File: config.mk
export PLATFORM = sky130hd
export DESIGN_NAME = eto_tx_overhead
export DESIGN_NICKNAME = d
export VERILOG_FILES = /design/src/common/eto_pkg.sv /design/src/hdl/eto_pulse_shaper.sv /design/src/hdl/eto_tx_overhead.sv
export SDC_FILE = /design/constraint.sdc
export NUM_CORES = 1
export LEC_CHECK = 0
export BUFFER_PORTS_ARGS = -buffer_cell sky130_fd_sc_hd__buf_2
export CORE_UTILIZATION = 60
export DETAILED_ROUTE_END_ITERATION = 6
export PLACE_DENSITY = 0.84
export SYNTH_ARGS = -nofsm -noshare
export SYNTH_HDL_FRONTEND = slang
export SYNTH_SLANG_ARGS = --single-unit
export TNS_END_PERCENT = 10
File: constraint.sdc
create_clock -name clk_in -period 10.29 [get_ports clk_in]
set_clock_uncertainty 0.15 [all_clocks]
set_input_delay 1.5435 -clock clk_in [delete_from_list [all_inputs] [get_ports clk_in]]
set_output_delay 1.5435 -clock clk_in [all_outputs]
set_load 0.05 [all_outputs]
File: src/common/eto_pkg.sv
/*
 * eto_pkg: register indices, field positions, reset values and frame
 * constants for the E1 transmit overhead control block.
 * Assumes an APB master with 32-bit data; byte address = 4 * index.
 */
package eto_pkg;
    // register indices, byte address is four times the index
    localparam logic [7:0] ETO_IDX_PLA = 8'h24;
    localparam logic [7:0] ETO_IDX_PLB = 8'h25;
    localparam logic [7:0] ETO_IDX_PLC = 8'h26;
    localparam logic [7:0] ETO_IDX_MASK = 8'h28;
    localparam logic [7:0] ETO_IDX_IDLE = 8'h29;
    localparam logic [7:0] ETO_IDX_SA4 = 8'h2A;
    localparam logic [7:0] ETO_IDX_FRAMER_MODE_THREE = 8'h2F;
    localparam logic [7:0] ETO_IDX_CTRL = 8'h30;
    localparam logic [7:0] ETO_IDX_ICSEL = 8'h31;
    localparam logic [7:0] ETO_IDX_STAT = 8'h32;
    // reset values
    localparam logic [7:0] ETO_RST_PLA = 8'h9C;
    localparam logic [7:0] ETO_RST_PLB = 8'h03;
    localparam logic [7:0] ETO_RST_PLC = 8'h00;
    localparam logic [7:0] ETO_RST_REG8 = 8'h00;
    localparam logic [15:0] ETO_RST_CTRL = 16'h0000;
    localparam logic [31:0] ETO_RST_ICSEL = 32'h0000_0000;
    // pulse_level_line_ctl fields
    localparam int ETO_B_HIGH_POWER = 7;
    localparam int ETO_B_TRISTATE = 6;
    localparam int ETO_B_AUTO_TRI_DIS = 5;
    localparam logic [7:0] ETO_PLC_MASK = 8'hEF;
    // transparent_overhead_mask fields, sa4 at bit 4 down to sa8 at bit 0
    localparam int ETO_B_SERVICE_SPARE = 7;
    localparam int ETO_B_FAS_SPARE = 6;
    localparam int ETO_B_ALARM = 5;
    // framer_mode_three fields
    localparam int ETO_B_CMI_NO_PRECODE = 5;
    localparam int ETO_B_SA6_SYNC = 4;
    // control register fields
    localparam int ETO_B_FRAME_SEL = 0;
    localparam int ETO_B_SA_ACCESS = 1;
    localparam int ETO_B_LOOP_EN = 2;
    localparam int ETO_B_TS0_TRANSP = 3;
    localparam int ETO_B_ALARM_VAL = 4;
    localparam int ETO_B_CODE_LO = 5;
    localparam int ETO_B_RXFS_LO = 8;
    localparam int ETO_B_LOOP_CH_LO = 10;
    localparam logic [1:0] ETO_CODE_CMI = 2'h1;
    // status fields
    localparam int ETO_B_MF_FLAG = 0;
    localparam int ETO_B_SHORT = 1;
    // frame constants
    localparam logic [7:0] ETO_FAS_WORD = 8'h1B;
    localparam int ETO_SA_COUNT = 5;
    localparam int ETO_SUB_SEGS = 4;
    localparam int ETO_LEVEL_W = 5;

    typedef enum logic {ETO_SHP_IDLE, ETO_SHP_RUN} eto_shp_type;
endpackage

File: src/hdl/eto_pulse_shaper.sv
/*
 * eto_pulse_shaper: plays the four sub-pulse levels of one line mark.
 * Assumes start_in is a one-cycle pulse no more often than every four clocks.
 */
module eto_pulse_shaper
    import eto_pkg::*;
(
    input wire logic clk_in,
    input wire logic rst_n_in,
    input wire logic start_in,
    input wire logic polarity_in,
    input wire logic [ETO_SUB_SEGS*ETO_LEVEL_W-1:0] levels_in,
    output logic [ETO_LEVEL_W-1:0] level_out,
    output logic pos_out,
    output logic neg_out
);
    eto_shp_type state_r;
    eto_shp_type state_nxt;
    logic [1:0] seg_r;
    logic [1:0] seg_nxt;
    logic pol_r;
    logic [ETO_LEVEL_W-1:0] level_nxt;

    // next segment index, restart on each mark
    assign seg_nxt = start_in ? 2'h0 : 2'(seg_r + 2'h1);
    assign state_nxt = start_in ? ETO_SHP_RUN :
        (state_r == ETO_SHP_RUN && seg_r != 2'h3) ? ETO_SHP_RUN : ETO_SHP_IDLE;
    // segment k takes bits 5k+4..5k
    assign level_nxt = (state_nxt == ETO_SHP_RUN) ?
        levels_in[seg_nxt*ETO_LEVEL_W +: ETO_LEVEL_W] : '0;

    always_ff @(posedge clk_in or negedge rst_n_in) begin
        if (!rst_n_in) begin
            state_r <= ETO_SHP_IDLE;
            seg_r <= 2'h0;
            pol_r <= 1'b0;
            level_out <= '0;
            pos_out <= 1'b0;
            neg_out <= 1'b0;
        end else begin
            state_r <= state_nxt;
            seg_r <= seg_nxt;
            if (start_in) begin
                pol_r <= polarity_in;
            end
            level_out <= level_nxt;
            pos_out <= (state_nxt == ETO_SHP_RUN) &&
                (start_in ? polarity_in : pol_r);
            neg_out <= (state_nxt == ETO_SHP_RUN) &&
                !(start_in ? polarity_in : pol_r);
        end
    end
endmodule

File: src/hdl/eto_tx_overhead.sv
/*
 * eto_tx_overhead: E1 transmit overhead control with APB registers,
 * time-slot 0 assembly, idle code insertion, Sa shadowing, pulse shaping.
 * Assumes tx_bit_strobe_in pulses once per line bit, at most every 4 clocks,
 * and system_data_in is valid with the strobe.
 */
// How it works
// - each line mark plays four 5-bit sub-pulse levels, first to fourth.
// - first level in bits 4..0 of register a, others follow upward.
// - the three pulse-level registers reset to 9C, 03 and 00 hex.
// - high-power bit raises driver current, levels untouched.
// - tristate bit floats analogue and digital outputs, freezes monitor status.
// - short on the line floats analogue outputs unless auto-tristate disabled.
// - service-word spare bit comes from system input when transparent.
// - FAS-word spare bit comes from system input when transparent.
// - remote alarm bit comes from system input when transparent.
// - each transparent Sa bit comes from system input, registers ignored.
// - channel loopback replaces the looped channel with the idle code.
// - selected idle channels carry the idle code, MSB first; channel 0 only when time-slot 0 transparent.
// - multiframe begin raises a flag and copies Sa registers to shadow.
// - shadow Sa sent in next multiframe unless time-slot 0 transparent.
// - Sa register bit 0 goes in frame 1, bit 7 in frame 15.
// - without reload, the same Sa contents are sent again.
// - CMI code 01 uses alternate-mark precoding unless the bit omits it.
// - Sa6 sync access only counts with a multiframe receive format.
// - Sa6 detection aligned to multiframe only when sync access set.
module eto_tx_overhead
    import eto_pkg::*;
(
    input wire logic clk_in,
    input wire logic rst_n_in,
    input wire logic [11:0] paddr_in,
    input wire logic psel_in,
    input wire logic penable_in,
    input wire logic pwrite_in,
    input wire logic [31:0] pwdata_in,
    output logic [31:0] prdata_out,
    output logic pready_out,
    output logic pslverr_out,
    input wire logic tx_bit_strobe_in,
    input wire logic system_data_in,
    input wire logic line_short_in,
    output logic tx_data_out,
    output logic mf_begin_out,
    output logic [ETO_LEVEL_W-1:0] line_level_out,
    output logic line_out_pos_out,
    output logic line_out_neg_out,
    output logic line_out_oe_out,
    output logic digital_line_out_pos_out,
    output logic digital_line_out_neg_out,
    output logic digital_oe_out,
    output logic line_high_power_out,
    output logic sa6_sync_aligned_out
);
    function automatic logic reg_hit(input logic [11:0] a, input logic [7:0] idx);
        reg_hit = (a[1:0] == 2'h0) && (a[11:10] == 2'h0) && (a[9:2] == idx);
    endfunction
    function automatic logic a_ok(input logic [11:0] a);
        a_ok = (a[1:0] == 2'h0) && (a[11:10] == 2'h0);
    endfunction

    logic [7:0] pla_r, plb_r, plc_r, mask_r, idle_r, framer_mode_three_r;
    logic [15:0] ctrl_r;
    logic [31:0] icsel_r;
    logic [7:0] sa_r [ETO_SA_COUNT];
    logic [8*ETO_SA_COUNT-1:0] sa_flat;
    logic [8*ETO_SA_COUNT-1:0] shadow_r;
    logic flag_r, flag_nxt, short_r;
    logic [2:0] bit_r;
    logic [4:0] ts_r;
    logic [3:0] frm_r;
    logic mark_pol_r;

    // apb decode
    wire setup = psel_in && !penable_in;
    wire wr = psel_in && penable_in && pwrite_in && pready_out;
    wire [7:0] wd = pwdata_in[7:0];
    wire wr_pla = wr && reg_hit(paddr_in, ETO_IDX_PLA);
    wire wr_plb = wr && reg_hit(paddr_in, ETO_IDX_PLB);
    wire wr_plc = wr && reg_hit(paddr_in, ETO_IDX_PLC);
    wire wr_mask = wr && reg_hit(paddr_in, ETO_IDX_MASK);
    wire wr_idle = wr && reg_hit(paddr_in, ETO_IDX_IDLE);
    wire wr_framer_mode_three = wr && reg_hit(paddr_in, ETO_IDX_FRAMER_MODE_THREE);
    wire wr_ctrl = wr && reg_hit(paddr_in, ETO_IDX_CTRL);
    wire wr_icsel = wr && reg_hit(paddr_in, ETO_IDX_ICSEL);
    wire wr_stat = wr && reg_hit(paddr_in, ETO_IDX_STAT);
    wire [7:0] sa_idx = 8'(paddr_in[9:2] - ETO_IDX_SA4);
    wire sa_sel = (a_ok(paddr_in)) && (paddr_in[9:2] >= ETO_IDX_SA4) &&
        (sa_idx < 8'(ETO_SA_COUNT));

    wire [7:0] stat_rd = {6'h00, short_r, flag_r};
    wire [31:0] rd_mux =
        reg_hit(paddr_in, ETO_IDX_PLA) ? {24'h0, pla_r} :
        reg_hit(paddr_in, ETO_IDX_PLB) ? {24'h0, plb_r} :
        reg_hit(paddr_in, ETO_IDX_PLC) ? {24'h0, plc_r} :
        reg_hit(paddr_in, ETO_IDX_MASK) ? {24'h0, mask_r} :
        reg_hit(paddr_in, ETO_IDX_IDLE) ? {24'h0, idle_r} :
        reg_hit(paddr_in, ETO_IDX_FRAMER_MODE_THREE) ? {24'h0, framer_mode_three_r} :
        reg_hit(paddr_in, ETO_IDX_CTRL) ? {16'h0, ctrl_r} :
        reg_hit(paddr_in, ETO_IDX_ICSEL) ? icsel_r :
        reg_hit(paddr_in, ETO_IDX_STAT) ? {24'h0, stat_rd} :
        sa_sel ? {24'h0, sa_r[sa_idx[2:0]]} : 32'h0;
    wire rd_ok = sa_sel || reg_hit(paddr_in, ETO_IDX_PLA) ||
        reg_hit(paddr_in, ETO_IDX_PLB) || reg_hit(paddr_in, ETO_IDX_PLC) ||
        reg_hit(paddr_in, ETO_IDX_MASK) || reg_hit(paddr_in, ETO_IDX_IDLE) ||
        reg_hit(paddr_in, ETO_IDX_FRAMER_MODE_THREE) || reg_hit(paddr_in, ETO_IDX_CTRL) ||
        reg_hit(paddr_in, ETO_IDX_ICSEL) || reg_hit(paddr_in, ETO_IDX_STAT);

    always_ff @(posedge clk_in or negedge rst_n_in) begin
        if (!rst_n_in) begin
            pready_out <= 1'b0;
            pslverr_out <= 1'b0;
            prdata_out <= 32'h0;
        end else begin
            pready_out <= setup;
            pslverr_out <= setup && !rd_ok;
            prdata_out <= (setup && !pwrite_in) ? rd_mux : 32'h0;
        end
    end

    // register file
    always_ff @(posedge clk_in or negedge rst_n_in) begin
        if (!rst_n_in) begin
            pla_r <= ETO_RST_PLA;
            plb_r <= ETO_RST_PLB;
            plc_r <= ETO_RST_PLC;
            mask_r <= ETO_RST_REG8;
            idle_r <= ETO_RST_REG8;
            framer_mode_three_r <= ETO_RST_REG8;
            ctrl_r <= ETO_RST_CTRL;
            icsel_r <= ETO_RST_ICSEL;
        end else begin
            if (wr_pla) pla_r <= wd;
            if (wr_plb) plb_r <= wd;
            if (wr_plc) plc_r <= wd & ETO_PLC_MASK;
            if (wr_mask) mask_r <= wd;
            if (wr_idle) idle_r <= wd;
            if (wr_framer_mode_three) framer_mode_three_r <= wd;
            if (wr_ctrl) ctrl_r <= pwdata_in[15:0];
            if (wr_icsel) icsel_r <= pwdata_in;
        end
    end

    genvar gi;
    generate
        for (gi = 0; gi < ETO_SA_COUNT; gi++) begin : g_sa
            always_ff @(posedge clk_in or negedge rst_n_in) begin
                if (!rst_n_in) begin
                    sa_r[gi] <= ETO_RST_REG8;
                end else if (wr && reg_hit(paddr_in, 8'(ETO_IDX_SA4 + gi))) begin
                    sa_r[gi] <= wd;
                end
            end
            assign sa_flat[8*gi +: 8] = sa_r[gi];
        end
    endgenerate

    // control fields
    wire tristate = plc_r[ETO_B_TRISTATE];
    wire auto_dis = plc_r[ETO_B_AUTO_TRI_DIS];
    wire ts0_transp = ctrl_r[ETO_B_TS0_TRANSP];
    wire [1:0] code_sel = ctrl_r[ETO_B_CODE_LO +: 2];
    wire [1:0] rx_fs = ctrl_r[ETO_B_RXFS_LO +: 2];
    wire [4:0] loop_ch = ctrl_r[ETO_B_LOOP_CH_LO +: 5];
    wire sa_live = ctrl_r[ETO_B_FRAME_SEL] && ctrl_r[ETO_B_SA_ACCESS] &&
        !ts0_transp;
    wire [19:0] levels = {plc_r[3:0], plb_r, pla_r};

    // frame position
    wire last_bit = (bit_r == 3'h7);
    wire last_ts = (ts_r == 5'h1F);
    wire mf_tick = tx_bit_strobe_in && last_bit && last_ts && (frm_r == 4'hF);
    always_ff @(posedge clk_in or negedge rst_n_in) begin
        if (!rst_n_in) begin
            bit_r <= 3'h0;
            ts_r <= 5'h0;
            frm_r <= 4'h0;
        end else if (tx_bit_strobe_in) begin
            bit_r <= 3'(bit_r + 3'h1);
            if (last_bit) ts_r <= 5'(ts_r + 5'h1);
            if (last_bit && last_ts) frm_r <= 4'(frm_r + 4'h1);
        end
    end

    // time-slot 0 assembly
    wire fas_frame = !frm_r[0];
    wire [2:0] sa_k = 3'(bit_r - 3'h3);
    wire is_sa = !fas_frame && (bit_r >= 3'h3);
    wire sa_shadow_bit = shadow_r[8*sa_k + 32'(frm_r[3:1])];
    wire sa_int = sa_live ? sa_shadow_bit : 1'b1;
    wire ts0_int = fas_frame ? ((bit_r == 3'h0) ? 1'b1 : ETO_FAS_WORD[3'h7 - bit_r]) :
        (bit_r == 3'h0) ? 1'b1 :
        (bit_r == 3'h1) ? 1'b1 :
        (bit_r == 3'h2) ? ctrl_r[ETO_B_ALARM_VAL] : sa_int;
    wire transp_bit =
        (fas_frame && bit_r == 3'h0 && mask_r[ETO_B_FAS_SPARE]) ||
        (!fas_frame && bit_r == 3'h0 && mask_r[ETO_B_SERVICE_SPARE]) ||
        (!fas_frame && bit_r == 3'h2 && mask_r[ETO_B_ALARM]) ||
        (is_sa && mask_r[3'h4 - sa_k]);
    wire ts0_bit = (ts0_transp || transp_bit) ? system_data_in : ts0_int;
    wire idle_hit = (icsel_r[ts_r] && (ts_r != 5'h0 || ts0_transp)) ||
        (ctrl_r[ETO_B_LOOP_EN] && ts_r == loop_ch);
    wire idle_bit = idle_r[3'h7 - bit_r];
    wire out_bit = idle_hit ? idle_bit :
        (ts_r == 5'h0) ? ts0_bit : system_data_in;

    assign flag_nxt = mf_tick || (flag_r && !(wr_stat && pwdata_in[ETO_B_MF_FLAG]));
    always_ff @(posedge clk_in or negedge rst_n_in) begin
        if (!rst_n_in) begin
            tx_data_out <= 1'b0;
            shadow_r <= '0;
            flag_r <= 1'b0;
            mf_begin_out <= 1'b0;
        end else begin
            if (tx_bit_strobe_in) tx_data_out <= out_bit;
            if (mf_tick) shadow_r <= sa_flat;
            flag_r <= flag_nxt;
            mf_begin_out <= mf_tick;
        end
    end

    // line coding and drivers
    wire cmi_plain = (code_sel == ETO_CODE_CMI) && framer_mode_three_r[ETO_B_CMI_NO_PRECODE];
    wire mark = tx_bit_strobe_in && (out_bit || cmi_plain);
    wire pol = cmi_plain ? out_bit : !mark_pol_r;
    always_ff @(posedge clk_in or negedge rst_n_in) begin
        if (!rst_n_in) begin
            mark_pol_r <= 1'b0;
            short_r <= 1'b0;
            line_out_oe_out <= 1'b0;
            digital_oe_out <= 1'b0;
            digital_line_out_pos_out <= 1'b0;
            digital_line_out_neg_out <= 1'b0;
            line_high_power_out <= 1'b0;
            sa6_sync_aligned_out <= 1'b0;
        end else begin
            if (mark && !cmi_plain) mark_pol_r <= !mark_pol_r;
            if (!tristate) short_r <= line_short_in;
            line_out_oe_out <= !tristate && !(short_r && !auto_dis);
            digital_oe_out <= !tristate;
            if (tx_bit_strobe_in) begin
                digital_line_out_pos_out <= mark && pol;
                digital_line_out_neg_out <= mark && !pol;
            end
            line_high_power_out <= plc_r[ETO_B_HIGH_POWER];
            sa6_sync_aligned_out <= framer_mode_three_r[ETO_B_SA6_SYNC] && rx_fs[1];
        end
    end

    eto_pulse_shaper u_shaper (
        .clk_in(clk_in),
        .rst_n_in(rst_n_in),
        .start_in(mark),
        .polarity_in(pol),
        .levels_in(levels),
        .level_out(line_level_out),
        .pos_out(line_out_pos_out),
        .neg_out(line_out_neg_out)
    );
endmodule

==> results of run 1 <==
final cells by class:
class                           instances  area share [%]
Tap cell                              229            2.24
Clock buffer                           36            5.61
Inverter                               19           0.558
Antenna cell                            2          0.0392
Clock inverter                          9           0.617
Timing Repair Buffer                  106            4.35
Multi-Input combinational cell        566            38.9
Sequential cell                       243            47.7
how the worst min path moves through the flow:
| stage | slack, ns | from | end |
|---|---|---|---|
| after floorplan | 0.22 | plc_r[7] | line_high_power_out |
| after global placement | 0.24 | plc_r[7] | line_high_power_out |
| after detailed placement | 0.25 | plc_r[7] | line_high_power_out |
| after CTS | 0.27 | plc_r[7] | line_high_power_out |
| after global routing | 0.28 | plc_r[7] | line_high_power_out |
| final | 0.26 | plc_r[7] | line_high_power_out |
power breakdown:
part	switching [mW]	internal (mW)	total (mW)	leakage, nW
combinational	0.321	0.208	0.529	2.65
clock	0.373	0.509	0.882	0.390
sequential	0.0652	1.00	1.07	3.30
total	0.759	1.72	2.48	6.35
layout by cell type, fill, tap and decap left out, drive strengths merged, types with 13 or more instances in the layout:
master and n:
a21oi 14, a22oi 15, and3 25, buf 106, clkbuf 36, dfrtp 237, inv 20, mux2 182
mux2i 15, mux4 25, nand2 51, nand3 21, nor2 34, nor2b 13, nor3 15, o21ai 22
o22ai 13
routing by layer:
layer	part of all wire, %	global-route usage, %	wire length, um
met2	49	49.1	13900
met3	7.6	5.88	2170
met4	3.6	12.2	1040
met5	0	0	0
met1	40	40.6	11400
sequential cells by signal, indices dropped and copies added (netlist names), 2 cells and up:
| signal | flops |
|---|---|
| icsel_r | 32 |
| u_shaper.seg_r | 2 |
| pla_r | 8 |
| shadow_r | 40 |
| idle_r | 8 |
| u_shaper.level_out | 5 |
| bit_r | 3 |
| frm_r | 4 |
| sa_flat | 40 |
| ctrl_r | 16 |
| plc_r | 7 |
| framer_mode_three_r | 8 |
| prdata_out | 32 |
| ts_r | 5 |
| plb_r | 8 |
| mask_r | 8 |
per-stage QoR:
stage	util [%]	total power [mW]	cells	cell area, um^2
after floorplan	-	1.45	880	11300
after global placement	65.7	1.58	1163	12000
after detailed placement	65.7	1.60	1163	12000
after CTS	70.1	2.48	1208	12800
after global routing	70.1	2.57	1210	12800
final	70.1	2.48	1210	12800
logic make-up after synthesis:
kind of cell / count (synthesis) / share of synthesized area, %
multiplexers: 222 / 24.6
XOR/XNOR: 16 / 1.24
flip-flops: 243 / 53.7
buffers and inverters: 71 / 2.44
adder cells (fa/ha/maj): 12 / 1.33
AO/OA/AOI/OAI: 117 / 7.67
AND/OR/NAND/NOR: 199 / 9.03
==> results.toml, run 1 <==
[status]
status = "completed"

[worst_setup_path]
reg2reg_depth = 11
crit_cells = 11
cpMostUsedCell = "inv_1"
crit_buf_inv = 3
start_kind = "input pin"
crit_chain = "buf_2, inv_1, ha_1, inv_1, a2111o_1, nor3_2, a32oi_1, or3_1, a31oi_1, o31ai_1, a21oi_1"
critical_path_class = "in2reg"
rrSetupSlack_ns = 5.92
worstPathMaxFanout = 24
r2r_start = "bit_r[0]"
critical_path.top_delay_family = "compound AO/OA/AOI/OAI gates"
setup.worst_path.end = "prdata_out[1]"
cp-end-kind = "flop"
slowest_delay_ns = 0.57
cp.required_ns = 10.59
cp.arrival_ns = 4.72
crit_slowest_cell = "ha_1"
startpoint = "paddr_in[3]"
r2r_end = "u_shaper.level_out[1]"

[die]
fp.coreArea_um2 = 18200
chipWidth_um = 139
dieHeight_um = 139
row_count = 49
start_util_pct = 62.2
die_area_um2 = 19400
ioPinCount = 101

[synthesis]
synth_flop_cell = "dfrtp_1"
synth-edff-count = 0
synth_top_cell_by_area = "dfrtp_1"
synth_area_um2 = 11300
yosys.area.top_type_share_pct = 52.4
syn_nets = 944
ys_seq_area_share_pct = 53.7
yosysWarnings = 0
synthTopCellsByArea = "dfrtp_1, mux2_2, mux4_2"
async_reset_ff_share_pct = 100
ys_top_cells_by_count = "dfrtp_1, mux2_2, nand2_1"
ys_ff_latch = 243
syn_inst = 880
syn_avg_cell_area_um2 = 12.9
synth_cell_types = 64
synth_most_common_cell = "dfrtp_1"

[power]
ir_drop_mv = 0.134
power.leakage_nw = 6.35
p_per_area_nw_per_um2 = 194

[layout]
area_delta_synth_final_pct = 12.7
fillers = 1243
layout.nets = 1025
seq_area_um2 = 6090
drive_gt1_share_pct = 37.6
multiInputGateArea_um2 = 4970

[clock_tree]
cts_setup_buffers = 0
clockBufferDepth = 3
tritoncts = "yes"
clockRootBuffer = "clkbuf_16"
cts.sinks = 243
cts_made_buffers = 25
cts_max_level = 1
clock_latency_ns = 0.53
cts_resized = 0
holdBufCountCts = 0
clk_pin_slew_worst_paths_ns = 0.06

[global_routing]
grt_pass1_vias = 8085
grt_max_degree = 95
grt_usage_pct = 30.3
antenna_found_initial = 2
grt_pass1_wl_um = 45200
grt_overflow = 0

[sta]
tightest_slew_ns = 1.23
hold-worst-slack_ns = 0.261
rsz0062_at_grt = "no"
final.period_utilization_pct = 42.9
fmax_mhz = 226
hold_violations = 0
fin_ws_ns = 5.87
setup_violations = 0
slew_headroom_pct = 17.8
fin_crit_ns = 4.42
finalMaxSlewViolations = 0
finalSetupTns_ns = 0

[route]
routed_via_density = 6.49
initialDrtViolationCount = 702
vias = 7847
drtPass1Iterations = 5
routed_wl_um = 28500
wire_per_inst_um = 23.6
drcViolationCount = 0
ant_nets = 0

[hold_path]
hold_path.class = "reg2reg"
min_path_cells = 0

[placed_design]
hpwl_um = 19100
gp_congestion = 0.952
io_buffers = 100
pre_cts_ws_ns = 5.48

[job]
drv_cap = 0
Power figures use the tool's default switching activity.
==> run 2, diff against run 1 <==
--- a/config.mk
+++ b/config.mk
@@ -5,6 +5,7 @@
 export SDC_FILE = /design/constraint.sdc
 export NUM_CORES = 1
 export LEC_CHECK = 0
+export ABC_AREA = 1
 export BUFFER_PORTS_ARGS = -buffer_cell sky130_fd_sc_hd__buf_2
 export CORE_UTILIZATION = 60
 export DETAILED_ROUTE_END_ITERATION = 6
==> constraint.sdc (replaced) <==
create_clock -name clk_in -period 4.5 [get_ports clk_in]
set_clock_uncertainty 0.15 [all_clocks]
set_input_delay 0.675 -clock clk_in [delete_from_list [all_inputs] [get_ports clk_in]]
set_output_delay 0.675 -clock clk_in [all_outputs]
set_load 0.05 [all_outputs]
==> run 2 against run 1 <==
  * The flow now finishes with violations (hold timing)
  * Power rose by 140%
  * Core utilization fell by 0.82 points
  * Final cell count is 42% higher
  * Clock-buffer cell count grew 2
  * Area after synthesis increased by 1.2%
  * Sequential power increased by 140%
  * Clock power grew 140%
  * Setup slack worse by 4.8 ns
  * Critical path depth grew 7
  * Non-clock buffer count grew 2
  * Global-route usage grew 1.2 points
  * Combinational power rose to 2.6 times the previous value
  * Largest power group unchanged
==> results.toml, run 2 <==
[status]
status = "complete, but fails checks"
violations = "hold timing"

[route]
wire_per_inst_um = 17.3
routed_via_density = 5.78
vias = 9961
routed_wl_um = 29900
drcViolationCount = 0
drtPass1Iterations = 5
initialDrtViolationCount = 834
ant_nets = 0

[die]
ioPinCount = 101
dieHeight_um = 140
die_area_um2 = 19700
start_util_pct = 61.3
chipWidth_um = 140
fp.coreArea_um2 = 18700
row_count = 50

[worst_setup_path]
crit_chain = "inv_2, ha_1, inv_1, nand2_1, o221ai_1, nand2_1, nand3_1, nand4_1, nor2_1, nand2_1, nand2_1, nand3_1, nand2_2, nand2_2, nor2_1, nand2_1, nand2_1, nor2_1"
critical_path_class = "reg2reg"
slowest_delay_ns = 0.61
r2r_start = "bit_r[0]"
crit_slowest_cell = "dfrtp_1"
r2r_end = "u_shaper.level_out[1]"
worstPathMaxFanout = 15
cp.required_ns = 4.77
cp.arrival_ns = 3.65
cpMostUsedCell = "nand2_1"
reg2reg_depth = 18
rrSetupSlack_ns = 1.11
cp-end-kind = "flop"
start_kind = "flop"

[clock_tree]
holdBufCountCts = 0
clk_pin_slew_worst_paths_ns = 0.06
cts_made_buffers = 25
cts_max_level = 1
clockBufferDepth = 3
cts.sinks = 243
clockRootBuffer = "clkbuf_16"
tritoncts = "yes"
clock_latency_ns = 0.53
cts_resized = 0
cts_setup_buffers = 0

[layout]
layout.nets = 1536
stdcell_count = 1724
final_core_util_pct = 69.3
layout_commonest_cell = "nand2_1"
mostFrequentLayoutCells = "nand2_1, dfrtp_1, inv_1"
drive_gt1_share_pct = 13.0
area_delta_synth_final_pct = 13.1
n_antenna_cell = 0

[sta]
hold-worst-slack_ns = -0.00882
finalSetupTns_ns = 0
fmax_mhz = 295
setup_violations = 0
rsz0062_at_grt = "no"
fin_crit_ns = 3.39
hold_violations = 8
final.period_utilization_pct = 75.3
fin_ws_ns = 1.11
tightest_slew_ns = 1.20
finalMaxSlewViolations = 0
slew_headroom_pct = 20.1

[power]
p_per_area_nw_per_um2 = 465
ir_drop_mv = 0.302
power.leakage_nw = 6.49

[synthesis]
ys_top_cells_by_count = "nand2_1, dfrtp_1, inv_1"
syn_inst = 1386
synth_most_common_cell = "nand2_1"
ys_ff_latch = 243
synth_xor_area_share_pct = 0.840
synth-compound-area-share_pct = 15.2
yosys.area_share.adder_pct = 1.31
async_reset_ff_share_pct = 100
synth_top_cell_by_area = "dfrtp_1"
synth_top_family_by_area = "simple AND/OR/NAND/NOR gates"
synthMuxAreaShare_pct = 1.57
synth-edff-count = 0
synth_flop_cell = "dfrtp_1"
ys_seq_area_share_pct = 53.1
syn_nets = 1450
synthTopCellsByArea = "dfrtp_1, nand2_1, o21ai_0"
syn_avg_cell_area_um2 = 8.27
yosys.area_share.simple_pct = 19.3
synth_area_um2 = 11500
yosysWarnings = 0
synth_cell_types = 47
yosys.area.top_type_share_pct = 51.7

[placed_design]
placed_cells = 1679
pre_cts_ws_ns = 1.17
io_buffers = 100
gp_congestion = 0.955
hpwl_um = 21000

[global_routing]
grt_pass1_wl_um = 48400
grt_pass1_vias = 9386
grt_max_degree = 116
grt_usage_pct = 31.5
grt_overflow = 0
antenna_found_initial = 1

[hold_path]
hold_path.class = "in2async"

[job]
drv_cap = 0
[run 2: cell count changes in the layout (fill, tap and decap cells not counted), sizes merged, moves of 8 or more]
cell    delta
a21oi     +66
a22oi     -13
and3      -25
inv      +181
mux2     -166
mux2i     -15
mux4      -25
nand2    +269
nand3     +40
nor2      +89
nor2b     -13
o211ai     +9
o21ai    +148
o22ai      +8
[run 2: metal layers]
layer,vias up,part of all wire [%],global-route usage [%]
met5,-,0,0
met4,0,2.8,11.1
met3,68,9.2,5.44
met2,489,46,49.8
met1,4738,42,44.2
li1,4666,-,-
[run 2: how the worst max path moves through the flow]
stage,startpoint,cells past startpoint,to
detailed placement,bit_r[0],18,u_shaper.level_out[0]
CTS,bit_r[0],18,u_shaper.level_out[1]
global placement,bit_r[0],18,u_shaper.level_out[1]
global route,bit_r[0],18,u_shaper.level_out[4]
floorplan,paddr_in[9],11,sa_flat[29]
finish,bit_r[0],18,u_shaper.level_out[1]
[run 2: final cells by class]
cell class | instances | area [um^2]
Clock buffer | 38 | 764
Clock inverter | 7 | 91.3
Fill cell | 1494 | 5740
Inverter | 204 | 766
Multi-Input combinational cell | 890 | 4380
Sequential cell | 243 | 6090
Tap cell | 234 | 293
Timing Repair Buffer | 108 | 583
[run 2: report_power, final]
| group | switching, mW | total, mW | internal (mW) |
|---|---|---|---|
| Sequential | 0.174 | 2.52 | 2.34 |
| Combinational | 0.953 | 1.39 | 0.440 |
| Clock | 0.842 | 2.12 | 1.28 |
| Total | 1.97 | 6.03 | 4.06 |
[run 2: cell families after synthesis]
group           after synthesis
compound gates              316
xor+xnor                     11
fa+ha+maj                    12
buf+inv                     253
flops                       243
mux                          16
simple gates                535
[run 2: worst max-delay path: cells and delay by family, from the launching register on]
family	cells	cell delay [ns]
flip-flops	1	0.61
adder cells (fa/ha/maj)	1	0.43
buffers and inverters	2	0.33
AO/OA/AOI/OAI	1	0.23
AND/OR/NAND/NOR	14	1.52
[run 2: stage by stage]
stage          total power [mW]  hold slack (ns)  cell area [um^2]
2_1_floorplan              3.58            0.225             11500
3_3_place_gp               3.88            0.281             12100
3_5_place_dp               3.92            0.261             12100
4_1_cts                    6.04           0.0237             13000
5_1_grt                    6.33           0.0509             13000
6_report                   6.03         -0.00882             13000
